### src/verilog/wsd_pkg.sv
// Package with register map, field positions and reset values of the waveform unit.
package wsd_pkg;
	localparam int          DATA_W = 32;
	localparam int          ADDR_W = 6;
	localparam int          DB_W   = 6;
	localparam int          SRC_N  = 7;
	localparam int          IRQ_W  = 2;

	// Byte offsets on the register bus.
	localparam logic [5:0]  OFS_CON0   = 6'h00;
	localparam logic [5:0]  OFS_CON1   = 6'h04;
	localparam logic [5:0]  OFS_CLK    = 6'h08;
	localparam logic [5:0]  OFS_ISM    = 6'h0C;
	localparam logic [5:0]  OFS_STR    = 6'h10;
	localparam logic [5:0]  OFS_AS0    = 6'h14;
	localparam logic [5:0]  OFS_AS1    = 6'h18;
	localparam logic [5:0]  OFS_DBR    = 6'h1C;
	localparam logic [5:0]  OFS_DBF    = 6'h20;
	localparam logic [5:0]  OFS_ISTAT  = 6'h24;
	localparam logic [5:0]  OFS_IMASK  = 6'h28;

	// Field positions.
	localparam int          CON0_EN    = 7;
	localparam int          CON1_IN    = 5;
	localparam int          AS0_SD     = 7;
	localparam int          AS0_REN    = 6;
	localparam int          AS0_BD_LO  = 4;
	localparam int          AS0_AC_LO  = 2;
	localparam int          STR_OVR_LO = 4;
	localparam int          SRC_PIN    = 0;
	localparam int          SRC_TMR_A  = 1;
	localparam int          SRC_TMR_B  = 2;
	localparam int          SRC_TMR_C  = 3;
	localparam int          SRC_CMP_A  = 4;
	localparam int          SRC_CMP_B  = 5;
	localparam int          SRC_CELL   = 6;
	localparam int          IRQ_SD     = 0;
	localparam int          IRQ_RESTART = 1;

	// Reset value of the shutdown-state fields and zero fills for read data.
	localparam logic [1:0]  LS_RST     = 2'h1;
	localparam logic [7:0]  BYTE_ZERO  = 8'h00;
	localparam logic [23:0] PAD_ZERO   = 24'h000000;

	// Shutdown output-state codes.
	localparam logic [1:0]  LS_HIGH    = 2'h3;
	localparam logic [1:0]  LS_LOW     = 2'h2;
	localparam logic [1:0]  LS_TRI     = 2'h1;
	localparam logic [1:0]  LS_INACT   = 2'h0;

	// Operating modes.
	localparam logic [2:0]  MODE_STEER      = 3'h0;
	localparam logic [2:0]  MODE_STEER_SYNC = 3'h1;
	localparam logic [2:0]  MODE_HALF       = 3'h4;
endpackage
### src/verilog/wsd_dband_if.sv
// Interface joining the core to one dead-band delay stage.
`timescale 1ns/100ps
`default_nettype none
interface wsd_dband_if;
	logic                   in_level;
	logic [wsd_pkg::DB_W-1:0] count;
	logic                   out_level;
	modport host  (output in_level, output count, input out_level);
	modport delay (input in_level, input count, output out_level);
endinterface
`default_nettype wire

### src/verilog/wsd_core.sv
// Complementary waveform unit core: register slave, auto-shutdown and output stage.
//
// The Avalon-MM register port and the register offsets were left to the implementer.
`timescale 1ns/100ps
`default_nettype none
module wsd_core (
	// Clock and reset
	input  wire logic        mclk,
	input  wire logic        reset,
	// Register bus
	input  wire logic [5:0]  address,
	input  wire logic        read,
	input  wire logic        write,
	input  wire logic [3:0]  byteenable,
	input  wire logic [31:0] writedata,
	output logic      [31:0] readdata,
	output logic             waitrequest,
	// Waveform data and shutdown sources
	input  wire logic        data_in,
	input  wire logic        shutdown_pin,
	input  wire logic        timer_a_postscaled,
	input  wire logic        timer_b_postscaled,
	input  wire logic        timer_c_postscaled,
	input  wire logic        comparator_a_output,
	input  wire logic        comparator_b_output,
	input  wire logic        logic_cell_output,
	// Output pins A to D and interrupt
	output logic      [3:0]  out_level,
	output logic      [3:0]  out_oe_n,
	output logic             irq
);
	localparam int SYN_W = wsd_pkg::SRC_N + 1;

	// Returns {oe_n, level} for a pin in shutdown.
	function automatic logic [1:0] sd_pin(input logic [1:0] state, input logic inact);
		case (state)
			wsd_pkg::LS_HIGH:  sd_pin = 2'h1;
			wsd_pkg::LS_LOW:   sd_pin = 2'h0;
			wsd_pkg::LS_TRI:   sd_pin = 2'h2;
			default:           sd_pin = {1'b0, inact};
		endcase
	endfunction

	function automatic logic hit(input logic [5:0] addr, input logic [5:0] ofs);
		hit = (addr == ofs);
	endfunction

	// Synchroniser: the first stage feeds only the second.
	logic [SYN_W-1:0] sync1_r;
	logic [SYN_W-1:0] sync2_r;
	wire  [SYN_W-1:0] raw_in;
	logic             data_d_r;

	// Register state.
	logic             wait_r;
	logic [31:0]      readdata_r;
	logic             en_r;
	logic [2:0]       mode_r;
	logic [3:0]       pol_r;
	logic             clk_sel_r;
	logic [4:0]       ism_r;
	logic [7:0]       str_r;
	logic             shutdown_r;
	logic             ren_r;
	logic [1:0]       ls_bd_r;
	logic [1:0]       ls_ac_r;
	logic [wsd_pkg::SRC_N-1:0] as1_r;
	logic [wsd_pkg::DB_W-1:0]  dbr_r;
	logic [wsd_pkg::DB_W-1:0]  dbf_r;
	logic [wsd_pkg::IRQ_W-1:0] istat_r;
	logic [wsd_pkg::IRQ_W-1:0] imask_r;
	logic             hold_r;
	logic [3:0]       out_r;
	logic [3:0]       oen_r;
	logic             irq_r;

	assign raw_in = {data_in, logic_cell_output, comparator_b_output, comparator_a_output,
		timer_c_postscaled, timer_b_postscaled, timer_a_postscaled, shutdown_pin};

	wire       data_s   = sync2_r[wsd_pkg::SRC_N];
	wire [wsd_pkg::SRC_N-1:0] src_s = sync2_r[wsd_pkg::SRC_N-1:0];
	wire       data_rise = data_s & ~data_d_r;

	// Bus decode: a request waits one cycle, then is taken on the edge with waitrequest low.
	wire       req     = read | write;
	wire       wait_nxt = ~(req & wait_r);
	wire       wr_en   = write & ~wait_r & byteenable[0];
	wire [7:0] wd      = writedata[7:0];
	wire       wr_con0 = wr_en & hit(address, wsd_pkg::OFS_CON0);
	wire       wr_con1 = wr_en & hit(address, wsd_pkg::OFS_CON1);
	wire       wr_clk  = wr_en & hit(address, wsd_pkg::OFS_CLK);
	wire       wr_ism  = wr_en & hit(address, wsd_pkg::OFS_ISM);
	wire       wr_str  = wr_en & hit(address, wsd_pkg::OFS_STR);
	wire       wr_as0  = wr_en & hit(address, wsd_pkg::OFS_AS0);
	wire       wr_as1  = wr_en & hit(address, wsd_pkg::OFS_AS1);
	wire       wr_dbr  = wr_en & hit(address, wsd_pkg::OFS_DBR);
	wire       wr_dbf  = wr_en & hit(address, wsd_pkg::OFS_DBF);
	wire       wr_ist  = wr_en & hit(address, wsd_pkg::OFS_ISTAT);
	wire       wr_imk  = wr_en & hit(address, wsd_pkg::OFS_IMASK);

	wire [7:0] rd_mux =
		hit(address, wsd_pkg::OFS_CON0) ? {en_r, 4'h0, mode_r} :
		hit(address, wsd_pkg::OFS_CON1) ? {2'h0, data_s, 1'b0, pol_r} :
		hit(address, wsd_pkg::OFS_CLK)  ? {7'h00, clk_sel_r} :
		hit(address, wsd_pkg::OFS_ISM)  ? {3'h0, ism_r} :
		hit(address, wsd_pkg::OFS_STR)  ? str_r :
		hit(address, wsd_pkg::OFS_AS0)  ? {shutdown_r, ren_r, ls_bd_r, ls_ac_r, 2'h0} :
		hit(address, wsd_pkg::OFS_AS1)  ? {1'b0, as1_r} :
		hit(address, wsd_pkg::OFS_DBR)  ? {2'h0, dbr_r} :
		hit(address, wsd_pkg::OFS_DBF)  ? {2'h0, dbf_r} :
		hit(address, wsd_pkg::OFS_ISTAT) ? {6'h00, istat_r} :
		hit(address, wsd_pkg::OFS_IMASK) ? {6'h00, imask_r} : wsd_pkg::BYTE_ZERO;
	wire [31:0] rd_nxt = (read & wait_r) ? {wsd_pkg::PAD_ZERO, rd_mux} : readdata_r;

	// Each enabled source sets shutdown; the hardware set beats a software clear.
	wire [wsd_pkg::SRC_N-1:0] src_hit = src_s & as1_r;
	wire       src_active = |src_hit;
	wire       restart    = ren_r & shutdown_r & ~src_active & data_rise;
	wire       sd_nxt     = src_active ? 1'b1 :
		wr_as0 ? wd[wsd_pkg::AS0_SD] :
		restart ? 1'b0 : shutdown_r;
	// Outputs leave the shutdown state only on a data rising edge.
	wire       hold_nxt   = sd_nxt | (hold_r & ~data_rise);

	wire [wsd_pkg::IRQ_W-1:0] ev;
	assign ev[wsd_pkg::IRQ_SD]      = sd_nxt & ~shutdown_r;
	assign ev[wsd_pkg::IRQ_RESTART] = restart;
	wire [wsd_pkg::IRQ_W-1:0] w1c = wr_ist ? wd[wsd_pkg::IRQ_W-1:0] : 2'h0;
	wire [wsd_pkg::IRQ_W-1:0] istat_nxt = (istat_r & ~w1c) | ev;
	wire [wsd_pkg::IRQ_W-1:0] imask_nxt = wr_imk ? wd[wsd_pkg::IRQ_W-1:0] : imask_r;
	wire       irq_nxt = |(istat_nxt & imask_nxt);

	// Dead-band paths: both inputs drop in shutdown so a pin on the inactive-state code sits at its inactive level.
	wsd_dband_if rise_if ();
	wsd_dband_if fall_if ();
	assign rise_if.in_level = data_s & en_r & ~hold_r;
	assign rise_if.count    = dbr_r;
	assign fall_if.in_level = ~data_s & en_r & ~hold_r;
	assign fall_if.count    = dbf_r;

	wsd_dband u_rise (
		.mclk  (mclk),
		.reset (reset),
		.link  (rise_if)
	);
	wsd_dband u_fall (
		.mclk  (mclk),
		.reset (reset),
		.link  (fall_if)
	);

	// Only the steering and half-bridge modes are built; other codes run as half-bridge.
	wire steer = (mode_r == wsd_pkg::MODE_STEER) | (mode_r == wsd_pkg::MODE_STEER_SYNC);
	wire [3:0] lvl_nxt;
	wire [3:0] oen_nxt;

	genvar gi;
	generate
		for (gi = 0; gi < 4; gi++) begin : g_pin
			localparam bit PAIR_BD = (gi % 2) == 1;
			wire       path   = PAIR_BD ? fall_if.out_level : rise_if.out_level;
			wire [1:0] state  = PAIR_BD ? ls_bd_r : ls_ac_r;
			wire       inact  = path ^ pol_r[gi];
			wire       run_lv = steer ? (str_r[gi] ? ((data_s & en_r) ^ pol_r[gi])
				: str_r[wsd_pkg::STR_OVR_LO + gi]) : inact;
			wire [1:0] sd     = sd_pin(state, inact);
			assign lvl_nxt[gi] = hold_r ? sd[0] : run_lv;
			assign oen_nxt[gi] = hold_r & sd[1];
		end
	endgenerate

	always_ff @(posedge mclk) begin
		sync1_r <= raw_in;
		sync2_r <= sync1_r;
	end

	always_ff @(posedge mclk) begin
		if (reset) begin
			wait_r     <= 1'b1;
			readdata_r <= 32'h00000000;
			data_d_r   <= 1'b0;
			shutdown_r <= 1'b0;
			hold_r     <= 1'b0;
			out_r      <= 4'h0;
			oen_r      <= 4'h0;
			istat_r    <= 2'h0;
			imask_r    <= 2'h0;
			irq_r      <= 1'b0;
		end else begin
			wait_r     <= wait_nxt;
			readdata_r <= rd_nxt;
			data_d_r   <= data_s;
			shutdown_r <= sd_nxt;
			hold_r     <= hold_nxt;
			out_r      <= lvl_nxt;
			oen_r      <= oen_nxt;
			istat_r    <= istat_nxt;
			imask_r    <= imask_nxt;
			irq_r      <= irq_nxt;
		end
	end

	// Configuration registers; bit 7 of the source enables has no storage.
	always_ff @(posedge mclk) begin
		if (reset) begin
			en_r      <= 1'b0;
			mode_r    <= 3'h0;
			pol_r     <= 4'h0;
			clk_sel_r <= 1'b0;
			ism_r     <= 5'h00;
			str_r     <= 8'h00;
			ren_r     <= 1'b0;
			ls_bd_r   <= wsd_pkg::LS_RST;
			ls_ac_r   <= wsd_pkg::LS_RST;
			as1_r     <= 7'h00;
			dbr_r     <= 6'h00;
			dbf_r     <= 6'h00;
		end else begin
			if (wr_con0) begin
				en_r   <= wd[wsd_pkg::CON0_EN];
				mode_r <= wd[2:0];
			end
			if (wr_con1) begin
				pol_r <= wd[3:0];
			end
			if (wr_clk) begin
				clk_sel_r <= wd[0];
			end
			if (wr_ism) begin
				ism_r <= wd[4:0];
			end
			if (wr_str) begin
				str_r <= wd;
			end
			if (wr_as0) begin
				ren_r   <= wd[wsd_pkg::AS0_REN];
				ls_bd_r <= wd[wsd_pkg::AS0_BD_LO +: 2];
				ls_ac_r <= wd[wsd_pkg::AS0_AC_LO +: 2];
			end
			if (wr_as1) begin
				as1_r <= wd[wsd_pkg::SRC_N-1:0];
			end
			if (wr_dbr) begin
				dbr_r <= wd[wsd_pkg::DB_W-1:0];
			end
			if (wr_dbf) begin
				dbf_r <= wd[wsd_pkg::DB_W-1:0];
			end
		end
	end

	assign readdata    = readdata_r;
	assign waitrequest = wait_r;
	assign out_level   = out_r;
	assign out_oe_n    = oen_r;
	assign irq         = irq_r;
endmodule
`default_nettype wire

### src/verilog/wsd_dband.sv
// Dead-band stage: delays the rising edge of its input by the programmed count.
`timescale 1ns/100ps
`default_nettype none
module wsd_dband (
	// Clock and reset
	input  wire logic   mclk,
	input  wire logic   reset,
	// Stage link
	wsd_dband_if.delay  link
);
	logic [wsd_pkg::DB_W-1:0] cnt_r;
	logic [wsd_pkg::DB_W-1:0] cnt_nxt;
	logic                     out_r;
	logic                     out_nxt;
	wire                      reached;

	// Counting on >= keeps the stage sane if software lowers the count mid-delay.
	assign reached = (cnt_r >= link.count);
	assign out_nxt = link.in_level & (out_r | reached);
	assign cnt_nxt = (link.in_level & ~out_r) ? cnt_r + 6'h01 : 6'h00;
	assign link.out_level = out_r;

	always_ff @(posedge mclk) begin
		if (reset) begin
			cnt_r <= 6'h00;
			out_r <= 1'b0;
		end else begin
			cnt_r <= cnt_nxt;
			out_r <= out_nxt;
		end
	end
endmodule
`default_nettype wire

### config.mk
export PLATFORM = sky130hd
export DESIGN_NAME = wsd_core
export DESIGN_NICKNAME = d
export VERILOG_FILES = /design/src/verilog/wsd_pkg.sv /design/src/verilog/wsd_dband_if.sv /design/src/verilog/wsd_core.sv /design/src/verilog/wsd_dband.sv
export SDC_FILE = /design/constraint.sdc
export NUM_CORES = 1
export LEC_CHECK = 0
export BUFFER_PORTS_ARGS = -buffer_cell sky130_fd_sc_hd__buf_2
export CORE_ASPECT_RATIO = 0.7
export CORE_UTILIZATION = 45
export CTS_CLUSTER_DIAMETER = 30
export DETAILED_ROUTE_END_ITERATION = 16
export PLACE_DENSITY_LB_ADDON = 0.3
export SLEW_MARGIN = 20
export SYNTH_ARGS = -nofsm -noshare
export SYNTH_HDL_FRONTEND = slang
export SYNTH_HIERARCHICAL = 1
export SYNTH_SLANG_ARGS = --single-unit
### constraint.sdc
create_clock -name mclk -period 1.7 [get_ports mclk]
set_clock_uncertainty 0.1 [all_clocks]
set_input_delay 0.34 -clock mclk [delete_from_list [all_inputs] [get_ports mclk]]
set_output_delay 0.34 -clock mclk [all_outputs]
set_load 0.05 [all_outputs]
==> flow_summary.toml, run 1 <==
[outcome]
status = "complete, no violations"

[logic_synthesis]
synthMostInstantiatedCell = "dfxtp_1"
synthTopCellsByArea = "dfxtp_1, mux2i_1, nor2_1"
yosysTopAreaCell = "dfxtp_1"
ys_seq_area_frac = 0.423
syn-instance-count = 521
yosysTopAreaCellShare = 0.423
ys_ff_latch = 99
syn_area_sq_um = 4680
synth.distinct_cells = 52
async_flop_share = 0
synthFlopType = "dfxtp_1"
synth_edf_count = 0
synth_warnings = 6
synth.avg_cell_area_sq_um = 8.99
synth_common_cells = "dfxtp_1, nor2_1, mux2i_1"

[global_routing]
grt_pass1_wl_um = 20400
grt_overflow = 0
grt_max_degree = 39
antenna_found_initial = 0
grt_pass1_vias = 3904
grtUsageTotal = 0.257

[cts]
htreeDepth = 3
cts_max_path_buffers = 2
clock_latency_ns = 0.35
cts_sinks = 99
root_buffer = "clkbuf_16"
path_clk_slew_ns = 0.07
cts_tree = "built"
cts_made_buffers = 9
post-cts-setup-buffers = 0

[timing]
period_share = 0.982
hold_violations = 0
rsz0062_at_grt = "true"
max_clock_freq_mhz = 599
finalSetupViolations = 0
tns_ns = 0
maxSlewViolCount = 0
setup_slack_ns = 0.0305
fin_crit_ns = 1.67

[detailed_routing]
vias = 4082
vias_per_cell = 5.44
highest-signal-layer = "met4"
first_pass_iters = 4
drt_wl_total_um = 13200
wl_met1_um = 6150
drc = 0
drtIter0Drc = 330
ant_nets = 0
wl_met2_um = 5830
wl_met3_um = 989
wl_per_cell_um = 17.6

[die]
io_pins = 96
num_rows = 30
start_util = 0.472
die-area_sq_um = 10800
die_w_um = 124
die_y_um = 87.3
core_area_sq_um = 9910

[setup_path]
path_max_fanout = 7
worstSetupStartpointType = "flop"
r2r_cells = 5
worst_ep_arrival_time_ns = 1.81
reg2reg_to = "irq"
worstSetupPathType = "flop to flop"
rr_startpoint = "waitrequest"
cp.required_ns = 1.84
reg2reg_slack_ns = 0.03
cp-end-kind = "flop"

[final_layout]
antenna_cells = 0
regArea_sq_um = 1990
area_growth_pct = 22.8
filler_cell_count = 901
nets = 685
multiInputGateArea_sq_um = 2490
layout-drive-gt1-share = 0.230

[power]
clkPwrFrac = 0.427
p_comb_frac = 0.092
powerDensity_nw_per_um2 = 851
power.switching_mw = 1.27
p_leak_nw = 2.34
power.internal_mw = 3.63
swShare = 0.259
ir_worst_vdd_mv = 0.541
pwr-share-seq = 0.481

[hold_path]
min_delay_path_depth = 1
hold_start = "comparator_b_output"
min_path_type = "input pin to flop"
min_to = "sync1_r[5]"

[placed_design]
gp_congestion = 0.939
dp_slack_ns = -0.292
port_buffers = 44
hpwl_um = 9940

[job]
max_cap_violations = 0
==> logic make-up after synthesis <==
kind of cell    Yosys count  share of synthesized area
mux                      53                      0.113
simple gates            184                      0.203
fa+ha+maj                14                     0.0374
other cells               1                   0.000801
xor+xnor                 13                     0.0243
compound gates           92                      0.123
flops                    99                      0.423
buf+inv                  65                     0.0748
==> power by group through the flow <==
stage / clock [mW] / sequential (mW) / combinational [mW]
after floorplan: 0 / 2.42 / 0.283
after global placement: 0 / 2.41 / 0.423
after detailed placement: 0 / 2.41 / 0.425
after CTS: 2.11 / 2.35 / 0.439
after global routing: 2.20 / 2.36 / 0.475
final: 2.09 / 2.35 / 0.452
==> critical path, stage by stage, from the launching register on <==
cell and delay [ns]:
dfxtp_4 0.34, and3b_2 0.37, and3_1 0.26, mux2i_1 0.20, nor2_1 0.07, a22o_1 0.23
==> state kept, by name, summed over array words and instances, names as in the netlist, 7 cells and up <==
name      cells
readdata      8
str_r         8
sync2_r       8
sync1_r       8
as1_r         7
==> layout make-up <==
class,count,share of cell area
Clock buffer,9,0.0392
Clock inverter,7,0.0126
Inverter,16,0.0104
Multi-Input combinational cell,380,0.434
Sequential cell,99,0.345
Tap cell,128,0.0279
Timing Repair Buffer,111,0.131
==> metal layers <==
layer	up-vias	GRT usage
li1	1968	-
met1	1959	0.350
met2	140	0.392
met3	15	0.0713
met4	0	0.0801
met5	-	0
==> worst max path at each step <==
stage	from	endpoint	slack, ns	depth (start not counted)
floorplan	address[0]	hold_r	-0.003	6
global placement	address[4]	readdata[0]	-0.31	9
detailed placement	address[5]	readdata[5]	-0.29	8
CTS	as1_r[3]	irq	0.006	5
global route	waitrequest	irq	-0.06	5
finish	waitrequest	irq	0.03	5
==> metrics by stage <==
step,area (sq um),instances,hold WS (ns),power [mW],utilization
2_1_floorplan,4780,544,0.210,2.70,-
3_3_place_gp,5330,727,0.211,2.83,0.538
3_5_place_dp,5330,727,0.215,2.83,0.538
4_1_cts,5700,750,0.00181,4.91,0.575
5_1_grt,5750,750,0.00342,5.03,0.580
6_report,5750,750,0.00541,4.89,0.580
==> placed cells by master (no fill, tap or decap), types with 3 or more instances in the layout <==
master / Yosys / routed
o21ai_0: 20 / 20
nand3_1: 22 / 22
buf_2: 4 / 44
nor3b_1: 7 / 6
nor4_1: 3 / 3
xor2_1: 7 / 7
a22oi_1: 4 / 4
dlygate4sd3_1: 0 / 7
conb_1: 1 / 24
o211ai_1: 6 / 6
and2_1: 8 / 8
dfxtp_1: 99 / 98
nand2b_1: 3 / 3
ha_1: 14 / 14
buf_4: 27 / 59
a31oi_1: 3 / 3
a221oi_1: 4 / 3
nand2_1: 38 / 37
nor2b_1: 8 / 8
a21oi_1: 31 / 31
xnor2_1: 6 / 6
inv_1: 16 / 16
mux2i_1: 53 / 53
nor2_1: 64 / 63
nor2_4: 2 / 4
clkbuf_16: 0 / 9
nand3b_1: 3 / 3
nor3_1: 6 / 6
a211oi_1: 8 / 6
and3_1: 3 / 3
inv_6: 0 / 3
==> what timing repair did <==
| action | in CTS | in global routing |
|---|---|---|
| hold endpoints to repair | 7 | 0 |
| pin swaps | 0 | 2 |
| setup endpoints to repair | 11 | 18 |
| resized for setup | 1 | 11 |
| hold buffers | 7 | 0 |
Note: power is estimated with default switching activity, not from simulation.
==> run 2, diff against run 1 <==
==> constraint.sdc (replaced) <==
create_clock -name mclk -period 1.91 [get_ports mclk]
set_clock_uncertainty 0.1 [all_clocks]
set_input_delay 0.382 -clock mclk [delete_from_list [all_inputs] [get_ports mclk]]
set_output_delay 0.382 -clock mclk [all_outputs]
set_load 0.05 [all_outputs]
==> run 2 against run 1 <==
  * Non-clock buffer count fell by 24
  * Maximum frequency shrank 3.2%
  * Via count shrank 1.8%
  * Critical path depth is the same
  * Highest routed layer unchanged
  * Total power is 11% lower
  * Setup slack improved by 0.16 ns
  * Global-route usage fell by 0.45 points
  * Largest cell class unchanged
  * Routed wire length shrank 3.4%
  * Largest power group unchanged
  * Flip-flop and latch count is the same
  * Count of clock-buffer cells in the layout is 2 higher
  * Die area unchanged
  * Clock power shrank 9.6%
==> flow_summary.toml, run 2 (synthesis gave the netlist of run 1 again) <==
[outcome]
status = "complete, no violations"

[final_layout]
layout-drive-gt1-share = 0.197
filler_cell_count = 932
antenna_cells = 0
layout_common_cells = "dfxtp_1, nor2_1, mux2i_1"
nets = 661
final_common_cell = "dfxtp_1"
area_growth_pct = 17.6
final_util = 0.556

[detailed_routing]
ant_nets = 0
drc = 0
first_pass_iters = 5
vias = 4010
vias_per_cell = 5.52
wl_per_cell_um = 17.5
drt_wl_total_um = 12700
drtIter0Drc = 378

[timing]
tns_ns = 0
period_share = 0.903
finalSetupViolations = 0
fin_crit_ns = 1.72
rsz0062_at_grt = "false"
hold_ws_ns = 0.0280
max_clock_freq_mhz = 580
hold_violations = 0
maxSlewViolCount = 0

[setup_path]
reg2reg_slack_ns = 0.19
worstSetupStartpointType = "flop"
cp.required_ns = 2.05
cp-end-kind = "flop"
path_max_fanout = 3
worstSetupPathType = "flop to flop"
worst_ep_arrival_time_ns = 1.87

[cts]
htreeDepth = 3
clock_latency_ns = 0.35
cts_max_path_buffers = 2
cts_sinks = 99
post-cts-setup-buffers = 0
path_clk_slew_ns = 0.07
cts_made_buffers = 9
cts_tree = "built"
root_buffer = "clkbuf_16"

[placed_design]
port_buffers = 44
gp_congestion = 0.905
hpwl_um = 9640

[global_routing]
grt_pass1_wl_um = 20100
grtUsageTotal = 0.252
grt_overflow = 0
antenna_found_initial = 0
grt_pass1_vias = 3858
grt_max_degree = 39

[die]
start_util = 0.472
die_y_um = 87.3
die-area_sq_um = 10800
core_area_sq_um = 9910
num_rows = 30
io_pins = 96
die_w_um = 124

[job]
max_cap_violations = 0

[power]
powerDensity_nw_per_um2 = 790
power.total_mw = 4.35
ir_worst_vdd_mv = 0.510
p_leak_nw = 2.22

[hold_path]
min_path_type = "input pin to flop"
==> run 2: power by group <==
group	leakage, nW	internal [mW]	switching, mW	total [mW]
clock network	0.156	1.09	0.797	1.89
registers	0.804	2.09	0.0109	2.10
logic	1.26	0.0913	0.273	0.364
total	2.22	3.27	1.08	4.35
==> run 2: timing repair <==
item,in CTS,in global routing
hold buffers,0,0
resized for setup,0,1
setup endpoints to repair,0,4
==> run 2: per-stage QoR <==
step / instances / setup WS [ns] / area [sq um]
finish: 726 / 0.186 / 5510
global route: 726 / 0.0795 / 5510
CTS: 726 / 0.0875 / 5510
detailed placement: 710 / -0.0925 / 5190
global placement: 710 / -0.0936 / 5190
floorplan: 544 / 0.111 / 4770
==> run 2: worst max-delay path, stage by stage, from the launching register on <==
cell and delay, ns:
dfxtp_1 0.36, a222oi_1 0.36, nand3_1 0.18, a41oi_1 0.28, o2bb2ai_1 0.13, a22o_1 0.22
==> run 2: area by class of cell <==
class / instances / area (sq um) / share of cell area
clock buffer: 11 / 253 / 0.0459
clock inverter: 5 / 57.6 / 0.0105
inverter: 16 / 60.1 / 0.0109
multi-input combinational: 380 / 2440 / 0.443
sequential: 99 / 1980 / 0.360
tap: 128 / 160 / 0.0291
timing repair buffer: 87 / 556 / 0.101
==> run 2: worst paths after layout <==
path,startpoint,end,cells past startpoint
setup / recovery,as1_r[0],irq,5
hold reg to reg,sync1_r[1],sync2_r[1],0
setup reg to reg,as1_r[0],irq,5
hold / removal,timer_c_postscaled,sync1_r[3],1
==> run 2: routing by layer <==
layer  up-vias  track usage  routed length (um)
met5         -            0                   0
met4         0       0.0639                 179
met3        14       0.0654                 954
met2       136        0.384                5510
met1      1940        0.353                6080
li1       1920            -                   -
